--- src/hdl/atc_pkg.sv ---
// Shared constants, types and helpers of the trigger and compare control.
package atc_pkg;

  // ---------------------------------------------------------------
  // Timing
  // ---------------------------------------------------------------
  localparam int unsigned CLK_PERIOD_NS = 100;
  localparam int unsigned CAL_TIME_NS   = 3_200;
  // A least time, so the cycle count rounds up.
  localparam int unsigned CAL_CYCLES    = (CAL_TIME_NS + CLK_PERIOD_NS - 1) / CLK_PERIOD_NS;
  localparam logic [5:0]  CAL_CNT_LAST  = 6'(CAL_CYCLES - 1);
  localparam logic [1:0]  AVG_LAST      = 2'h3;
  localparam int unsigned AVG_SHIFT     = 2;

  // ---------------------------------------------------------------
  // Register byte offsets
  // ---------------------------------------------------------------
  localparam logic [11:0] OFS_CHAN   = 12'h000;
  localparam logic [11:0] OFS_RESULT = 12'h010;
  localparam logic [11:0] OFS_THR1   = 12'h018;
  localparam logic [11:0] OFS_THR2   = 12'h01C;
  localparam logic [11:0] OFS_CTRL   = 12'h020;
  localparam logic [11:0] OFS_CAL    = 12'h024;
  localparam logic [11:0] OFS_ISTS   = 12'h028;
  localparam logic [11:0] OFS_IMSK   = 12'h02C;

  // ---------------------------------------------------------------
  // Field positions
  // ---------------------------------------------------------------
  localparam int unsigned CHAN_CPLT_BIT  = 7;
  localparam int unsigned CHAN_DIFF_BIT  = 5;
  localparam int unsigned CHAN_SEL_MSB   = 4;
  localparam int unsigned CTRL_ACT_BIT   = 7;
  localparam int unsigned CTRL_TRIG_BIT  = 6;
  localparam int unsigned CTRL_CMPEN_BIT = 5;
  localparam int unsigned CTRL_CMPGT_BIT = 4;
  localparam int unsigned CTRL_RANGE_BIT = 3;
  localparam int unsigned CTRL_DMA_BIT   = 2;
  localparam int unsigned CTRL_REF_MSB   = 1;
  localparam int unsigned CAL_RUN_BIT    = 7;
  localparam int unsigned CAL_FAIL_BIT   = 6;
  localparam int unsigned CAL_AVG_BIT    = 2;
  localparam int unsigned INT_CPLT       = 0;
  localparam int unsigned INT_CALDONE    = 1;
  localparam int unsigned INT_CALFAIL    = 2;

  // ---------------------------------------------------------------
  // Codes and reset values
  // ---------------------------------------------------------------
  localparam logic [1:0]  REF_DEFAULT  = 2'h0;
  localparam logic [1:0]  REF_ALT      = 2'h1;
  localparam logic [15:0] VALUE_RESET  = 16'h0000;
  localparam logic [31:0] WORD_ZERO    = 32'h0000_0000;
  localparam logic [2:0]  INT_RESET    = 3'h0;

  typedef enum logic [2:0] {
    ST_IDLE = 3'b001,
    ST_CONV = 3'b010,
    ST_CAL  = 3'b100
  } atc_state_type;

  // Less-than in the number format of the active conversion mode.
  function automatic logic atc_lt(input logic [15:0] a, input logic [15:0] b,
                                  input logic sgn);
    return sgn ? ($signed(a) < $signed(b)) : (a < b);
  endfunction

endpackage

--- src/hdl/atc_cmp_if.sv ---
// Carrier between the controller and its result comparator.
`timescale 1ns/10ps
interface atc_cmp_if;
  logic [15:0] result;
  logic [15:0] thr1;
  logic [15:0] thr2;
  logic        sgn;
  logic        en;
  logic        gt;
  logic        range;
  logic        pass;
  modport ctl (output result, thr1, thr2, sgn, en, gt, range, input pass);
  modport cmp (input result, thr1, thr2, sgn, en, gt, range, output pass);
endinterface

--- src/hdl/atc_compare.sv ---
// Threshold and range comparator for conversion results.
`timescale 1ns/10ps
module atc_compare (
  atc_cmp_if.cmp cif
);

  logic lo1;
  logic hi2;
  logic ordered;

  // Pass decides whether a finished result is kept.
  always_comb begin
    lo1     = atc_pkg::atc_lt(cif.result, cif.thr1, cif.sgn);
    hi2     = atc_pkg::atc_lt(cif.thr2, cif.result, cif.sgn);
    ordered = !atc_pkg::atc_lt(cif.thr2, cif.thr1, cif.sgn);
    if (!cif.en) begin
      cif.pass = 1'b1;
    end else if (!cif.range) begin
      cif.pass = cif.gt ? !lo1 : lo1;
    end else if (!cif.gt) begin
      cif.pass = ordered ? (lo1 | hi2) : (lo1 & hi2);
    end else begin
      cif.pass = ordered ? (!lo1 & !hi2) : (!lo1 | !hi2);
    end
  end

endmodule

--- src/hdl/atc_ctrl.sv ---
// Converter trigger, compare and status control with APB registers.
//
// Functional notes
// - Control bits 31 to 8 are read-only and read as zero.
// - Active flag sets when a conversion starts, clears on finish or abort.
// - Active flag stays set through a whole averaging sequence.
// - Trigger select bit: 0 software trigger, 1 hardware trigger.
// - Software mode starts a conversion on a channel control write.
// - Hardware mode starts on trigger input after a select pulse armed it.
// - Compare enable bit turns the result compare on or off.
// - Compare greater bit picks less-than/exclusive or greater-equal/inclusive.
// - Greater and range bits are ignored while compare is disabled.
// - Range off compares to value one only; on uses both values.
// - Range mode tests inside or outside, chosen by the greater bit.
// - DMA enable raises the DMA request whenever a complete flag sets.
// - Reference code 00 default pair, 01 alternate pair, others reserved.
// - Compare values follow the result format and signedness of the mode.
// - Calibration fails and flags if hardware trigger is selected meanwhile.
//
// Implementation choices: the APB interface to the registers and the placing of the registers.
`timescale 1ns/10ps
module atc_ctrl (
  input  wire logic        clk,
  input  wire logic        reset_n,
  input  wire logic        ce,
  input  wire logic        psel,
  input  wire logic        penable,
  input  wire logic        pwrite,
  input  wire logic [11:0] paddr,
  input  wire logic [31:0] pwdata,
  output logic      [31:0] prdata,
  output logic             pready,
  output logic             pslverr,
  input  wire logic        hw_trigger_input,
  input  wire logic        hw_trigger_select_pulse,
  input  wire logic        analog_done,
  input  wire logic [15:0] analog_data,
  output logic             conv_start,
  output logic      [4:0]  conv_channel,
  output logic             conv_diff,
  output logic             ref_alt_select,
  output logic             dma_req,
  output logic             irq
);

  // ---------------------------------------------------------------
  // State
  // ---------------------------------------------------------------
  typedef struct packed {
    atc_pkg::atc_state_type state;
    logic [4:0]             chan;
    logic                   diff;
    logic                   cplt;
    logic                   trig_sel;
    logic                   cmp_en;
    logic                   cmp_gt;
    logic                   cmp_range;
    logic                   dma_en;
    logic [1:0]             ref_pair;
    logic [15:0]            thr1;
    logic [15:0]            thr2;
    logic [15:0]            result;
    logic                   avg_en;
    logic                   cal_fail;
    logic                   hw_armed;
    logic                   trig_q;
    logic                   sel_q;
    logic [1:0]             avg_cnt;
    logic [17:0]            acc;
    logic [5:0]             cal_cnt;
    logic [2:0]             ists;
    logic [2:0]             imsk;
    logic [31:0]            prdata;
    logic                   pready;
    logic                   pslverr;
    logic                   conv_start;
    logic                   dma_req;
    logic                   irq;
    logic                   ref_alt;
  } atc_ctrl_state_type;

  atc_ctrl_state_type r;
  atc_ctrl_state_type n;

  logic        wr;
  logic        rd;
  logic        chan_wr;
  logic        cal_go;
  logic        sw_start;
  logic        hw_fire;
  logic        last_done;
  logic        trig_s;
  logic        sel_s;
  logic        hit;
  logic [31:0] rdata;
  logic [17:0] acc_sum;
  logic [15:0] final_val;
  logic [2:0]  ev;
  logic [2:0]  w1c;

  atc_cmp_if cif ();

  // ---------------------------------------------------------------
  // Submodules
  // ---------------------------------------------------------------
  atc_sync u_sync_trig (
    .clk     (clk),
    .reset_n (reset_n),
    .ce      (ce),
    .din     (hw_trigger_input),
    .dout    (trig_s)
  );

  atc_sync u_sync_sel (
    .clk     (clk),
    .reset_n (reset_n),
    .ce      (ce),
    .din     (hw_trigger_select_pulse),
    .dout    (sel_s)
  );

  atc_compare u_cmp (
    .cif (cif)
  );

  // Comparator inputs: the result about to be stored and the live settings.
  assign cif.result = final_val;
  assign cif.thr1   = r.thr1;
  assign cif.thr2   = r.thr2;
  assign cif.sgn    = r.diff;
  assign cif.en     = r.cmp_en;
  assign cif.gt     = r.cmp_gt;
  assign cif.range  = r.cmp_range;

  // ---------------------------------------------------------------
  // Decode of bus transfers and start conditions
  // ---------------------------------------------------------------
  // A transfer completes on the access edge where ready is high.
  assign wr       = psel & penable & r.pready & pwrite;
  assign rd       = psel & penable & r.pready & ~pwrite;
  assign chan_wr  = wr & (paddr == atc_pkg::OFS_CHAN);
  assign cal_go   = wr & (paddr == atc_pkg::OFS_CAL) & pwdata[atc_pkg::CAL_RUN_BIT]
                    & (r.state != atc_pkg::ST_CAL);
  assign sw_start = chan_wr & ~r.trig_sel & (r.state != atc_pkg::ST_CAL);
  assign hw_fire  = trig_s & ~r.trig_q & r.trig_sel & r.hw_armed
                    & (r.state == atc_pkg::ST_IDLE) & ~cal_go;

  // Running sum with sign extension in differential mode.
  assign acc_sum   = r.acc + {{2{analog_data[15] & r.diff}}, analog_data};
  assign final_val = r.avg_en ? 16'(acc_sum >> atc_pkg::AVG_SHIFT) : analog_data;
  assign last_done = (r.state == atc_pkg::ST_CONV) & analog_done & ~chan_wr & ~cal_go
                     & (~r.avg_en | (r.avg_cnt == atc_pkg::AVG_LAST));

  // ---------------------------------------------------------------
  // Read multiplexer
  // ---------------------------------------------------------------
  // Unlisted bits stay zero, including the upper control bits.
  always_comb begin
    rdata = atc_pkg::WORD_ZERO;
    hit   = 1'b1;
    case (paddr)
      atc_pkg::OFS_CHAN: begin
        rdata[atc_pkg::CHAN_CPLT_BIT]     = r.cplt;
        rdata[atc_pkg::CHAN_DIFF_BIT]     = r.diff;
        rdata[atc_pkg::CHAN_SEL_MSB:0]    = r.chan;
      end
      atc_pkg::OFS_RESULT: rdata[15:0] = r.result;
      atc_pkg::OFS_THR1:   rdata[15:0] = r.thr1;
      atc_pkg::OFS_THR2:   rdata[15:0] = r.thr2;
      atc_pkg::OFS_CTRL: begin
        rdata[atc_pkg::CTRL_ACT_BIT]      = (r.state == atc_pkg::ST_CONV);
        rdata[atc_pkg::CTRL_TRIG_BIT]     = r.trig_sel;
        rdata[atc_pkg::CTRL_CMPEN_BIT]    = r.cmp_en;
        rdata[atc_pkg::CTRL_CMPGT_BIT]    = r.cmp_gt;
        rdata[atc_pkg::CTRL_RANGE_BIT]    = r.cmp_range;
        rdata[atc_pkg::CTRL_DMA_BIT]      = r.dma_en;
        rdata[atc_pkg::CTRL_REF_MSB:0]    = r.ref_pair;
      end
      atc_pkg::OFS_CAL: begin
        rdata[atc_pkg::CAL_RUN_BIT]       = (r.state == atc_pkg::ST_CAL);
        rdata[atc_pkg::CAL_FAIL_BIT]      = r.cal_fail;
        rdata[atc_pkg::CAL_AVG_BIT]       = r.avg_en;
      end
      atc_pkg::OFS_ISTS:   rdata[2:0] = r.ists;
      atc_pkg::OFS_IMSK:   rdata[2:0] = r.imsk;
      default:             hit = 1'b0;
    endcase
  end

  // ---------------------------------------------------------------
  // Next state
  // ---------------------------------------------------------------
  always_comb begin
    n            = r;
    ev           = atc_pkg::INT_RESET;
    w1c          = atc_pkg::INT_RESET;
    n.conv_start = 1'b0;
    n.trig_q     = trig_s;
    n.sel_q      = sel_s;

    // Bus slave: data and ready are registered in the setup cycle.
    n.pready  = psel & ~penable;
    n.pslverr = 1'b0;
    if (psel & ~penable) begin
      n.prdata  = pwrite ? atc_pkg::WORD_ZERO : rdata;
      n.pslverr = ~hit;
    end

    // Reading the result consumes the complete flag.
    if (rd & (paddr == atc_pkg::OFS_RESULT)) begin
      n.cplt = 1'b0;
    end

    // Register writes.
    if (wr) begin
      case (paddr)
        atc_pkg::OFS_CHAN: begin
          n.chan = pwdata[atc_pkg::CHAN_SEL_MSB:0];
          n.diff = pwdata[atc_pkg::CHAN_DIFF_BIT];
          n.cplt = 1'b0;
          if (r.state == atc_pkg::ST_CONV) begin
            n.state = atc_pkg::ST_IDLE;
          end
        end
        atc_pkg::OFS_THR1: n.thr1 = pwdata[15:0];
        atc_pkg::OFS_THR2: n.thr2 = pwdata[15:0];
        atc_pkg::OFS_CTRL: begin
          n.trig_sel  = pwdata[atc_pkg::CTRL_TRIG_BIT];
          n.cmp_en    = pwdata[atc_pkg::CTRL_CMPEN_BIT];
          n.cmp_gt    = pwdata[atc_pkg::CTRL_CMPGT_BIT];
          n.cmp_range = pwdata[atc_pkg::CTRL_RANGE_BIT];
          n.dma_en    = pwdata[atc_pkg::CTRL_DMA_BIT];
          n.ref_pair  = pwdata[atc_pkg::CTRL_REF_MSB:0];
        end
        atc_pkg::OFS_CAL: begin
          n.avg_en = pwdata[atc_pkg::CAL_AVG_BIT];
          if (pwdata[atc_pkg::CAL_FAIL_BIT]) begin
            n.cal_fail = 1'b0;
          end
          if (cal_go) begin
            n.state   = atc_pkg::ST_CAL;
            n.cal_cnt = '0;
          end
        end
        atc_pkg::OFS_ISTS: w1c    = pwdata[2:0];
        atc_pkg::OFS_IMSK: n.imsk = pwdata[2:0];
        default: ;
      endcase
    end

    // A select pulse arms the hardware trigger.
    if (sel_s & ~r.sel_q) begin
      n.hw_armed = 1'b1;
    end

    // Conversion and calibration sequencing.
    unique case (r.state)
      atc_pkg::ST_IDLE: ;
      atc_pkg::ST_CONV: begin
        if (analog_done & ~chan_wr & ~cal_go) begin
          if (!last_done) begin
            n.avg_cnt    = r.avg_cnt + 2'h1;
            n.acc        = acc_sum;
            n.conv_start = 1'b1;
          end else begin
            n.state = atc_pkg::ST_IDLE;
            if (cif.pass) begin
              n.result       = final_val;
              n.cplt         = 1'b1;
              ev[atc_pkg::INT_CPLT] = 1'b1;
            end
          end
        end
      end
      atc_pkg::ST_CAL: begin
        if (r.trig_sel | wr) begin
          n.state    = atc_pkg::ST_IDLE;
          n.cal_fail = 1'b1;
          ev[atc_pkg::INT_CALFAIL] = 1'b1;
        end else if (r.cal_cnt == atc_pkg::CAL_CNT_LAST) begin
          n.state = atc_pkg::ST_IDLE;
          ev[atc_pkg::INT_CALDONE] = 1'b1;
        end else begin
          n.cal_cnt = r.cal_cnt + 6'h01;
        end
      end
    endcase

    // A new start overrides whatever conversion was under way.
    if (sw_start | hw_fire) begin
      n.state      = atc_pkg::ST_CONV;
      n.avg_cnt    = '0;
      n.acc        = '0;
      n.conv_start = 1'b1;
      // A select pulse in the firing cycle arms again, so the set wins.
      if (hw_fire) begin
        n.hw_armed = sel_s & ~r.sel_q;
      end
    end

    // Sticky status: a new event beats a clear in the same cycle.
    n.ists    = (r.ists & ~w1c) | ev;
    n.irq     = |(n.ists & n.imsk);
    n.dma_req = n.cplt & n.dma_en;
    n.ref_alt = (n.ref_pair == atc_pkg::REF_ALT);
  end

  // State register, frozen while the clock enable is low.
  always_ff @(posedge clk or negedge reset_n) begin
    if (!reset_n) begin
      r       <= '0;
      r.state <= atc_pkg::ST_IDLE;
    end else if (ce) begin
      r <= n;
    end
  end

  assign prdata         = r.prdata;
  assign pready         = r.pready;
  assign pslverr        = r.pslverr;
  assign conv_start     = r.conv_start;
  assign conv_channel   = r.chan;
  assign conv_diff      = r.diff;
  assign ref_alt_select = r.ref_alt;
  assign dma_req        = r.dma_req;
  assign irq            = r.irq;
endmodule

--- src/hdl/atc_sync.sv ---
// Three-stage input synchroniser with agreement filter.
`timescale 1ns/10ps
module atc_sync (
  input  wire logic clk,
  input  wire logic reset_n,
  input  wire logic ce,
  input  wire logic din,
  output logic      dout
);

  typedef struct packed {
    logic s1;
    logic s2;
    logic s3;
    logic q;
  } atc_sync_state_type;

  atc_sync_state_type r;
  atc_sync_state_type n;

  // The first stage feeds only the second; the output moves once stages agree.
  always_comb begin
    n    = r;
    n.s1 = din;
    n.s2 = r.s1;
    n.s3 = r.s2;
    if (r.s2 == r.s3) begin
      n.q = r.s3;
    end
  end

  // State register, frozen while the clock enable is low.
  always_ff @(posedge clk or negedge reset_n) begin
    if (!reset_n) begin
      r <= '0;
    end else if (ce) begin
      r <= n;
    end
  end

  assign dout = r.q;

endmodule

--- config.mk ---
export PLATFORM = sky130hd
export DESIGN_NAME = atc_ctrl
export DESIGN_NICKNAME = d
export VERILOG_FILES = /design/src/hdl/atc_pkg.sv /design/src/hdl/atc_cmp_if.sv /design/src/hdl/atc_compare.sv /design/src/hdl/atc_ctrl.sv /design/src/hdl/atc_sync.sv
export SDC_FILE = /design/constraint.sdc
export NUM_CORES = 1
export LEC_CHECK = 0
export ABC_AREA = 1
export BUFFER_PORTS_ARGS = -buffer_cell sky130_fd_sc_hd__buf_2
export CORE_ASPECT_RATIO = 0.6
export CORE_MARGIN = 2
export CORE_UTILIZATION = 55
export DETAILED_ROUTE_END_ITERATION = 10
export MAX_ROUTING_LAYER = met4
export PLACE_DENSITY = 0.88
export RECOVER_POWER = 25
export SLEW_MARGIN = 20
export SYNTH_ARGS = -nofsm -noshare
export SYNTH_HDL_FRONTEND = slang
export SYNTH_SLANG_ARGS = --single-unit
--- constraint.sdc ---
create_clock -name clk -period 4.62 [get_ports clk]
set_input_delay 0.231 -clock clk [delete_from_list [all_inputs] [get_ports clk]]
set_output_delay 0.231 -clock clk [all_outputs]
set_load 0.05 [all_outputs]
==> results of run 1 <==
==> cell type report <==
class	count	area (um2)
tap	203	254
fill	1391	5770
clock inverter	13	100
sequential	132	3300
multi-input combinational	842	4510
inverter	194	733
timing repair buffer	91	473
clock buffer	19	443
==> critical path, delay by kind of cell (launching register included) <==
kind            cells  cell delay, ns
compound gates      4            0.68
xor+xnor            1            0.20
fa+ha+maj           2            0.72
buf+inv             2            0.39
flops               1            0.38
simple gates       20            1.74
==> logic make-up (layout without fill, tap and decap cells) <==
logic type | Yosys count | count (layout) | share of synthesized area
simple gates | 536 | 536 | 0.259
buf+inv | 259 | 317 | 0.129
compound gates | 229 | 229 | 0.158
flops | 132 | 132 | 0.372
fa+ha+maj | 50 | 50 | 0.0712
xor+xnor | 11 | 11 | 0.0108
other cells | 1 | 16 | 0.000422
==> repair_timing <==
item | CTS | global route
endpoints found under the setup margin | 0 | 13
gates resized for setup | 0 | 5
hold buffers | 1 | 0
endpoints found under the hold margin | 98 | 0
==> worst paths after layout <==
kind / to / start / cells after the start
max: r[86] / r[52] / 29
max in group asynchronous: r[137] / reset_n / 3
min reg2reg: r[72] / r[70] / 1
max reg2reg: r[86] / r[52] / 29
min in group asynchronous: cif.thr2[14] / reset_n / 2
min: u_sync_sel.n[2] / hw_trigger_select_pulse / 3
==> state kept, by name, summed over array words and instances, names as in the netlist <==
signal,flops
r,61
cif.thr1,16
cif.thr2,16
prdata,16
conv_channel,5
u_sync_sel.n,2
u_sync_trig.n,2
cif.en,1
cif.gt,1
cif.range,1
conv_diff,1
conv_start,1
dma_req,1
irq,1
pready,1
pslverr,1
ref_alt_select,1
u_sync_sel.dout,1
u_sync_sel.r,1
u_sync_trig.dout,1
u_sync_trig.r,1
==> Yosys cell counts, drive strengths merged, types with 2 or more instances <==
cell	instances	area share
a2111oi	2	0.0021
a211oi	3	0.0025
a21oi	42	0.024
a221oi	3	0.0030
a22o	7	0.0069
a22oi	2	0.0017
a31oi	3	0.0028
a32o	12	0.014
and2	4	0.0028
buf	44	0.037
clkbuf	21	0.0090
dfrtp	131	0.37
ha	49	0.069
inv	194	0.082
nand2	347	0.15
nand3	75	0.047
nand4	12	0.0084
nor2	66	0.029
nor3	17	0.010
nor3b	2	0.0017
nor4	6	0.0066
o2111ai	2	0.0020
o211ai	3	0.0025
o21ai	120	0.070
o21bai	2	0.0017
o221ai	11	0.011
o22ai	7	0.0049
o31ai	6	0.0056
or2	6	0.0042
xor2	10	0.0098
==> per-stage QoR <==
| step | cell area [um2] | total power, mW | hold slack (ns) |
|---|---|---|---|
| after detailed placement | 9270 | 1.82 | 0.414 |
| after global routing | 9820 | 3.22 | 0.0446 |
| after floorplan | 8950 | 1.68 | -0.0646 |
| after CTS | 9830 | 3.08 | 0.00948 |
| after global placement | 9270 | 1.80 | 0.403 |
| final | 9820 | 3.09 | 0.00517 |
==> power breakdown <==
part,internal (mW),switching (mW)
logic,0.146,0.325
registers,1.28,0.0684
clock network,0.707,0.566
==> per-layer routing <==
| metal | wire (um) | up-vias | part of all wire | GRT usage |
|---|---|---|---|---|
| met1 | 12200 | 4031 | 0.48 | 0.455 |
| met5 | 0 | - | 0 | - |
| met3 | 2880 | 35 | 0.11 | 0.0967 |
| met4 | 339 | 0 | 0.013 | 0.0802 |
| li1 | - | 4055 | - | - |
| met2 | 9940 | 429 | 0.39 | 0.429 |
==> key figures, run 1 <==
Detailed routing
  • Post-DR vias/cell: 5.72
  • Residual DRC: 0
  • First-pass iteration count of the detailed router: 5
  • Routed wire length: 25300 um
  • Antenna viol nets, final: 0
  • Wire per inst: 17.0 um
  • Vias: 8550
  • Drt initial violations: 927

STA
  • Final setup TNS: 0 ns
  • Worst rel slew slack: -0.698
  • Final setup viols: 0
  • Fin. Hold Viols: 0
  • Shortest period the worst path allows: 4.25 ns
  • Final Worst Setup Slack: 0.370 ns
  • Fmax: 235 MHz
  • Fin crit share: 0.920
  • Tightest Pin Transition: 2.55 ns
  • RSZ-0062 raised after global routing: no
  • Slew Viols, Final: 100
  • Skew final: 0.0147 ns

Synthesis
  • Mapped Avg Cell Area: 7.30 um2
  • Asr flop ratio synth: 1.00
  • EDFF count, synth: 0
  • Syn Std Cell Area: 0.00889 mm2
  • Sequential share of the synthesized area: 0.372
  • Synthesis-stage register bit count: 132
  • Ys flop type: dfrtp_1
  • Ys Warns: 0
  • Cells after Synth: 1218
  • Netlist cell types: 57

Clock network
  • Htree depth: 4
  • CTS tree: built
  • CTS root buffer: clkbuf_16
  • Worst-path clk slew: 0.07 ns
  • CTS Sinks: 132
  • Clk_lat worst skew: 0.43 ns
  • Maximum clock insertion buffer count: 2
  • Postcts setup bufs: 0
  • CTS buffer count: 17

Placement
  • Port bufs: 80
  • DP HPWL: 18700 um
  • Dpl cells: 1461
  • GPL Wtd Cong: 0.979
  • Place WS: 0.349 ns

Worst setup path
  • Data arrival, critical path: 4.54 ns
  • Max incr delay on CP: 0.40 ns
  • Required @ worst endpoint: 4.91 ns
  • Flop2flop setup slack: 0.37 ns
  • Worst Setup End Kind: flop
  • Slowest-stage cell, CP: ha_1
  • Critical path's most frequent cell: nand2_1
  • Startpoint types: flop
  • Type of the worst setup path: flop to flop
  • Crit-path max FO: 11

Cells and area
  • Most frequent cells in the layout: nand2_1 (338), inv_1 (184), dfrtp_1 (131)
  • Share of cells above drive strength 1: 0.127
  • Final std cells w/o fill: 1494
  • Final #Nets: 1397
  • N_diodes: 0
  • Layout Utilization: 0.630
  • Commonest non-fill, non-tap cell in the layout: nand2_1
  • Area growth syn-to-layout: 10.4%

Floorplanning
  • Initial Utilization: 0.571
  • # IOs: 113
  • Die W: 168 um
  • Die area: 0.0172 mm2
  • Core footprint: 0.0156 mm2
  • Number of placement rows: 35
  • Die Ht: 103 um

Outcome
  • Failing checks: capacitance limit, slew limit
  • Outcome: finished, violations left

Hold path
  • Worst hold path class: input port to flop

Global route
  • Global-route wire length before repair: 40700 um
  • Total grt overflow: 0
  • Vias in the first global route: 7869
  • Initial antenna violation count: 0
  • Total GRT Usage: 0.315
  • Largest net degree at the start of global routing: 100

Pwr
  • Power Dens Cells: 315 mW/mm2
  • Max VDD drop: 234 uV
  • LEAKAGE: 5.00 nW

Run
  • Max-Cap Viols: 1
No activity file was read; power rests on OpenSTA's default activity.
==> run 2, diff against run 1 <==
--- a/config.mk
+++ b/config.mk
@@ -6,7 +6,7 @@
 export NUM_CORES = 1
 export LEC_CHECK = 0
 export ABC_AREA = 1
-export BUFFER_PORTS_ARGS = -buffer_cell sky130_fd_sc_hd__buf_2
+export BUFFER_PORTS_ARGS = -buffer_cell sky130_fd_sc_hd__buf_4
 export CORE_ASPECT_RATIO = 0.6
 export CORE_MARGIN = 2
 export CORE_UTILIZATION = 55
==> run 2 against run 1 <==
  * The run still ends with capacitance limit, slew limit left
  * Cell count barely moved
  * Utilization rose by 0.81 points
  * Die area did not move
  * Critical path depth rose by 1
  * Combinational power rose by 1%
  * Clock-buffer cell count did not move
  * Final area rose by 1.3%
  * Largest cell class unchanged
  * Largest power group unchanged
  * Highest routed layer unchanged
==> key figures, run 2 (synthesis gave the netlist of run 1 again) <==
Floorplanning
  • Die area: 0.0172 mm2 (unchanged)
  • Number of placement rows: 35 (unchanged)
  • Core footprint: 0.0156 mm2 (unchanged)
  • # IOs: 113 (unchanged)
  • Die Ht: 103 um (unchanged)
  • Die W: 168 um (unchanged)
  • Initial Utilization: 0.571 (unchanged)

Clock network
  • Maximum clock insertion buffer count: 2 (unchanged)
  • CTS root buffer: clkbuf_16 (unchanged)
  • CTS buffer count: 17 (unchanged)
  • CTS tree: built (unchanged)
  • CTS Sinks: 132 (unchanged)
  • Htree depth: 4 (unchanged)
  • Postcts setup bufs: 0 (unchanged)
  • Clk_lat worst skew: 0.42 ns (was 0.43 ns)
  • Worst-path clk slew: 0.06 ns (was 0.07 ns)

Detailed routing
  • Post-DR vias/cell: 5.69 (was 5.72)
  • Antenna viol nets, final: 0 (unchanged)
  • Routed wire length: 25700 um (was 25300 um)
  • Drt initial violations: 907 (was 927)
  • Wire per inst: 17.2 um (was 17.0 um)
  • First-pass iteration count of the detailed router: 7 (was 5)
  • Vias: 8492 (was 8550)
  • Residual DRC: 0 (unchanged)

Hold path
  • Worst hold path class: input port to flop (unchanged)
  • Worst hold start: hw_trigger_input (was hw_trigger_select_pulse)

Cells and area
  • Area used by multi-input combinational logic: 0.00452 mm2 (was 0.00451 mm2)
  • Layout Utilization: 0.638 (was 0.630)
  • Most flops, register: r (unchanged)
  • Final std cells w/o fill: 1493 (was 1494)
  • Final #Nets: 1397 (unchanged)
  • Most frequent cells in the layout: nand2_1 (338), inv_1 (184), dfrtp_1 (131) (unchanged)
  • Share of cells above drive strength 1: 0.114 (was 0.127)
  • Register area: 0.00330 mm2 (unchanged)
  • FILL cells: 1373 (was 1391)
  • N_diodes: 0 (unchanged)
  • Commonest non-fill, non-tap cell in the layout: nand2_1 (unchanged)
  • Area growth syn-to-layout: 11.8% (was 10.4%)
  • Max reg flops: 61 (unchanged)

Global route
  • Vias in the first global route: 8062 (was 7869)
  • Total grt overflow: 0 (unchanged)
  • Met3 Resource Use GR: 0.0921 (was 0.0967)
  • GR peak layer: met1 (unchanged)
  • Global-route wire length before repair: 42100 um (was 40700 um)
  • M2 GR Usage: 0.456 (was 0.429)
  • Initial antenna violation count: 0 (unchanged)
  • Largest net degree at the start of global routing: 98 (was 100)
  • Total GRT Usage: 0.323 (was 0.315)
  • Met1 Use GR: 0.460 (was 0.455)

STA
  • Final setup viols: 0 (unchanged)
  • Fin. Hold Viols: 0 (unchanged)
  • Skew final: 0.0117 ns (was 0.0147 ns)
  • Tightest Pin Transition: 2.50 ns (was 2.55 ns)
  • Final setup TNS: 0 ns (unchanged)
  • RSZ-0062 raised after global routing: no (unchanged)
  • Shortest period the worst path allows: 4.20 ns (was 4.25 ns)
  • Slew Viols, Final: 98 (was 100)
  • Worst rel slew slack: -0.663 (was -0.698)
  • Fin crit share: 0.909 (was 0.920)
  • Fmax: 238 MHz (was 235 MHz)
  • Worst hold slack: 0.0160 ns (was 0.00517 ns)

Worst setup path
  • Crit-path max FO: 11 (unchanged)
  • Type of the worst setup path: flop to flop (unchanged)
  • Worst Setup End Kind: flop (unchanged)
  • Data arrival, critical path: 4.49 ns (was 4.54 ns)
  • Startpoint types: flop (unchanged)
  • Reg-to-Reg Start: r[50] (was r[52])
  • Max incr delay on CP: 0.42 ns (was 0.40 ns)
  • Family with the most delay on the worst path: simple AND/OR/NAND/NOR gates (unchanged)
  • Required @ worst endpoint: 4.91 ns (about the same)
  • WP buf/inv: 2 (unchanged)
  • Crit path from: r[50] (was r[52])
  • Critical path's most frequent cell: nand2_1 (unchanged)
  • Slowest-stage cell, CP: fa_2 (was ha_1)

Pwr
  • Pwr Total: 3.12 mW (was 3.09 mW)
  • LEAKAGE: 4.99 nW (was 5.00 nW)
  • Power Dens Cells: 313 mW/mm2 (was 315 mW/mm2)
  • Max VDD drop: 238 uV (was 234 uV)

Run
  • Max-Cap Viols: 1 (unchanged)

Outcome
  • Outcome: finished, violations left (unchanged)
  • Failing checks: capacitance limit, slew limit (unchanged)

Placement
  • GPL Wtd Cong: 0.975 (was 0.979)
  • Port bufs: 80 (unchanged)
  • DP HPWL: 19000 um (was 18700 um)
  • Dpl cells: 1461 (unchanged)
run 2: layout make-up:
cell class                      instances  area share
Timing Repair Buffer                   91      0.0592
Clock inverter                         12      0.0109
Tap cell                              203      0.0255
Clock buffer                           19      0.0445
Sequential cell                       132       0.332
Inverter                              194      0.0735
Multi-Input combinational cell        842       0.454
run 2: stage by stage:
step                      area, um2  setup WS [ns]
final                          9950          0.422
after global routing           9950         0.0178
after CTS                     10000          0.123
after detailed placement       9470          0.178
after global placement         9470          0.386
after floorplan                8950           1.02
run 2: metal layers:
metal / part of all wire / vias up
li1: - / 4055
met1: 0.46 / 3957
met2: 0.41 / 450
met3: 0.12 / 30
met4: 0.012 / 0
met5: 0 / -
run 2: where the power goes:
part | internal, mW | switching (mW)
registers | 1.28 | 0.0680
logic | 0.158 | 0.322
clock network | 0.752 | 0.539
total | 2.19 | 0.929
run 2: repair_timing:
| item | 4_1_cts | 5_1_grt |
|---|---|---|
| hold endpoints to repair | 96 | 0 |
| resized for setup | 0 | 5 |
| setup endpoints to repair | 0 | 16 |
| hold buffers | 1 | 0 |
run 2: worst reg2reg max path, delay by kind of cell, from the launching register on:
family          cells  cell delay, ns
buf+inv             2            0.35
simple gates       21            1.86
compound gates      3            0.39
flops               1            0.38
fa+ha+maj           3            0.95
xor+xnor            1            0.19
run 2: final timing paths:
| check | cells past startpoint | slack [ns] | end |
|---|---|---|---|
| max | 30 | 0.42 | r[80] |
| min | 3 | 0.02 | u_sync_trig.n[2] |
| max reg2reg | 30 | 0.42 | r[80] |
| min reg2reg | 1 | 0.46 | r[72] |
| max in group asynchronous | 3 | 1.87 | r[137] |
| min in group asynchronous | 2 | 1.13 | prdata[13] |
==> run 3, diff against run 2 <==
--- a/config.mk
+++ b/config.mk
@@ -6,15 +6,16 @@
 export NUM_CORES = 1
 export LEC_CHECK = 0
 export ABC_AREA = 1
-export BUFFER_PORTS_ARGS = -buffer_cell sky130_fd_sc_hd__buf_4
 export CORE_ASPECT_RATIO = 0.6
 export CORE_MARGIN = 2
 export CORE_UTILIZATION = 55
 export DETAILED_ROUTE_END_ITERATION = 10
+export DONT_BUFFER_PORTS = 1
 export MAX_ROUTING_LAYER = met4
-export PLACE_DENSITY = 0.88
+export PLACE_DENSITY_LB_ADDON = 0.05
 export RECOVER_POWER = 25
 export SLEW_MARGIN = 20
 export SYNTH_ARGS = -nofsm -noshare
 export SYNTH_HDL_FRONTEND = slang
+export SYNTH_HIERARCHICAL = 1
 export SYNTH_SLANG_ARGS = --single-unit
==> run 3 against run 2 <==
  * The run still ends with capacitance limit, slew limit left
  * Combinational power fell by 4%
  * Critical path depth down 3
  * Fmax decreased by 1.0%
==> key figures, run 3 <==
Cells and area
  • Area growth syn-to-layout: 8.49% (was 11.8%)
  • Layout Utilization: 0.618 (was 0.638)
  • FILL cells: 1443 (was 1373)
  • N_diodes: 0 (unchanged)
  • Most flops, register: r (unchanged)
  • Commonest non-fill, non-tap cell in the layout: nand2_1 (unchanged)
  • Final #Nets: 1345 (was 1397)
  • Register area: 0.00330 mm2 (unchanged)
  • Share of cells above drive strength 1: 0.0711 (was 0.114)
  • Max reg flops: 61 (unchanged)
  • Most frequent cells in the layout: nand2_1 (377), inv_1 (159), dfrtp_1 (131) (was nand2_1 (338), inv_1 (184), dfrtp_1 (131))
  • Area used by multi-input combinational logic: 0.00459 mm2 (was 0.00452 mm2)

Clock network
  • CTS tree: built (unchanged)
  • Clk_lat worst skew: 0.42 ns (about the same)
  • CTS Sinks: 132 (unchanged)
  • Worst-path clk slew: 0.07 ns (was 0.06 ns)
  • CTS buffer count: 17 (unchanged)
  • Maximum clock insertion buffer count: 2 (unchanged)
  • CTS root buffer: clkbuf_16 (unchanged)
  • Htree depth: 4 (unchanged)

Outcome
  • Failing checks: capacitance limit, slew limit (unchanged)
  • Outcome: finished, violations left (unchanged)

Pwr
  • Pwr Total: 3.23 mW (was 3.12 mW)
  • Max VDD drop: 195 uV (was 238 uV)
  • Power Dens Cells: 336 mW/mm2 (was 313 mW/mm2)
  • LEAKAGE: 5.01 nW (was 4.99 nW)

Floorplanning
  • Number of placement rows: 35 (unchanged)
  • Die W: 168 um (about the same)
  • # IOs: 113 (unchanged)
  • Die Ht: 102 um (was 103 um)
  • Initial Utilization: 0.570 (was 0.571)
  • Core footprint: 0.0155 mm2 (was 0.0156 mm2)
  • Die area: 0.0172 mm2 (about the same)

Placement
  • Place WS: 0.275 ns (was 0.178 ns)
  • DP HPWL: 18400 um (was 19000 um)
  • Port bufs: 0 (was 80)
  • GPL Wtd Cong: 0.945 (was 0.975)

Worst setup path
  • Critical path's most frequent cell: nand2_1 (unchanged)
  • Max incr delay on CP: 0.42 ns (about the same)
  • Data arrival, critical path: 4.58 ns (was 4.49 ns)
  • Worst Setup End Kind: flop (unchanged)
  • Slowest-stage cell, CP: fa_1 (was fa_2)
  • Required @ worst endpoint: 4.96 ns (was 4.91 ns)
  • Startpoint types: flop (unchanged)
  • Type of the worst setup path: flop to flop (unchanged)
  • Crit-path max FO: 23 (was 11)

Global route
  • GR peak layer: met1 (unchanged)
  • Total GRT Usage: 0.312 (was 0.323)
  • Total grt overflow: 0 (unchanged)
  • Met1 Use GR: 0.475 (was 0.460)
  • M2 GR Usage: 0.410 (was 0.456)
  • Vias in the first global route: 7252 (was 8062)
  • Met3 Resource Use GR: 0.0860 (was 0.0921)
  • Global-route wire length before repair: 39500 um (was 42100 um)
  • Initial antenna violation count: 0 (unchanged)
  • Largest net degree at the start of global routing: 133 (was 98)

Synthesis
  • Post-synth top area cell: dfrtp_1 (unchanged)
  • EDFF count, synth: 0 (unchanged)
  • Netlist cell types: 52 (was 57)
  • Largest family of logic cells by synthesized area: simple AND/OR/NAND/NOR gates (unchanged)
  • Cells after Synth: 1216 (was 1218)
  • Sequential share of the synthesized area: 0.373 (was 0.372)
  • Simple-Gate Fraction of Synth Area: 0.264 (was 0.259)
  • Synth area leaders: dfrtp_1 (37%), nand2_1 (16%), ha_1 (9.0%), inv_1 (6.7%), o21ai_0 (6.3%) (was dfrtp_1 (37%), nand2_1 (14%), inv_1 (7.8%), ha_1 (6.9%), o21ai_0 (6.1%))
  • Ys Warns: 6 (was 0)
  • Multiplexer share of the synthesized area: 0 (unchanged)
  • Ys flop type: dfrtp_1 (unchanged)
  • Synthesis-stage register bit count: 132 (unchanged)
  • Synth Area in Adders: 0.0927 (was 0.0712)
  • Most common cell in the synthesized netlist: nand2_1 (unchanged)
  • Mapped Avg Cell Area: 7.28 um2 (was 7.30 um2)
  • XOR/XNOR share of the synthesized area: 0.0129 (was 0.0108)
  • Synth cell count leaders: nand2_1 (379), inv_1 (159), dfrtp_1 (131) (was nand2_1 (338), inv_1 (184), dfrtp_1 (131))
  • Synth Area in Compound Gates: 0.139 (was 0.158)
  • Top cell type's share of synthesized area: 0.370 (was 0.369)
  • Syn Std Cell Area: 0.00885 mm2 (was 0.00889 mm2)
  • Asr flop ratio synth: 1.00 (unchanged)

Detailed routing
  • Post-DR vias/cell: 5.54 (was 5.69)
  • Drt initial violations: 749 (was 907)
  • Antenna viol nets, final: 0 (unchanged)
  • Residual DRC: 0 (unchanged)
  • Routed wire length: 24900 um (was 25700 um)
  • Vias: 7908 (was 8492)
  • First-pass iteration count of the detailed router: 5 (was 7)
  • Wire per inst: 17.5 um (was 17.2 um)

STA
  • Shortest period the worst path allows: 4.24 ns (was 4.20 ns)
  • Skew final: 0.0118 ns (was 0.0117 ns)
  • Worst rel slew slack: -1.22 (was -0.663)
  • Final setup viols: 0 (unchanged)
  • Fin. Hold Viols: 0 (unchanged)
  • Slew Viols, Final: 133 (was 98)
  • Tightest Pin Transition: 3.33 ns (was 2.50 ns)
  • Fmax: 236 MHz (was 238 MHz)
  • Fin crit share: 0.918 (was 0.909)
  • Final setup TNS: 0 ns (unchanged)
  • Final Worst Setup Slack: 0.378 ns (was 0.422 ns)

Run
  • Max-Cap Viols: 1 (unchanged)

Hold path
  • Worst hold path class: input port to flop (unchanged)
run 3: cell count changes after synthesis, moves of 6 or more:
cell,change
ha_1,+15
clkbuf_1,-6
inv_1,-25
a32o_1,-11
nand2_1,+41
o221ai_1,-10
a21oi_1,+6
run 3: per-stage QoR:
step	hold slack (ns)	instances	cell area [um2]
2_1_floorplan	-0.0646	1231	8910
3_3_place_gp	-0.0615	1380	8850
3_5_place_dp	-0.0621	1380	8850
4_1_cts	0.00455	1426	9600
5_1_grt	0.0198	1427	9610
6_report	0.00437	1427	9610
run 3: layout make-up:
| class | count | area share |
|---|---|---|
| Tap cell | 203 | 0.0264 |
| Multi-Input combinational cell | 864 | 0.478 |
| Clock buffer | 18 | 0.0447 |
| Clock inverter | 14 | 0.0171 |
| Timing Repair Buffer | 25 | 0.0234 |
| Inverter | 171 | 0.0668 |
| Sequential cell | 132 | 0.344 |
run 3: worst max-delay path, delay by kind of cell, from the launching register on:
| kind | cells | cell delay, ns |
|---|---|---|
| AO/OA/AOI/OAI | 6 | 0.79 |
| XOR/XNOR | 1 | 0.21 |
| adder cells (fa/ha/maj) | 3 | 0.96 |
| buffers and inverters | 3 | 0.32 |
| flip-flops | 1 | 0.39 |
| AND/OR/NAND/NOR | 14 | 1.51 |
run 3: logic make-up after synthesis:
family                     after synthesis
and+or+nand+nor                        553
buffers and inverters                  235
AOI/OAI and AO/OA                      217
DFF                                    132
adders and majority gates               65
xor gates and xnor gates                13
other                                    1
run 3: report_power, final:
part	internal, mW	switching (mW)
combinational	0.151	0.309
clock	0.812	0.580
sequential	1.29	0.0905
total	2.25	0.979
run 3: repair_timing:
item	CTS	global route
gates resized for setup	0	8
endpoints found under the setup margin	0	20
hold endpoints to repair	168	0
setup buffers	0	1
hold buffers	14	0
run 3: worst paths after layout:
| kind | from | to | slack, ns | cells after the start |
|---|---|---|---|---|
| max | r[50] | r[90] | 0.38 | 27 |
| min in group asynchronous | reset_n | r[54] | 1.38 | 2 |
| max in group asynchronous | reset_n | prdata[2] | 1.22 | 2 |
| min | pwdata[10] | cif.thr1[10] | 0.004 | 2 |
| min reg2reg | r[70] | r[70] | 0.47 | 2 |
| max reg2reg | r[50] | r[90] | 0.38 | 27 |
run 3: per-layer routing:
metal	vias up	routed length (um)
met1	3680	12700
met2	335	9620
met5	-	0
li1	3880	-
met4	0	142
met3	13	2430
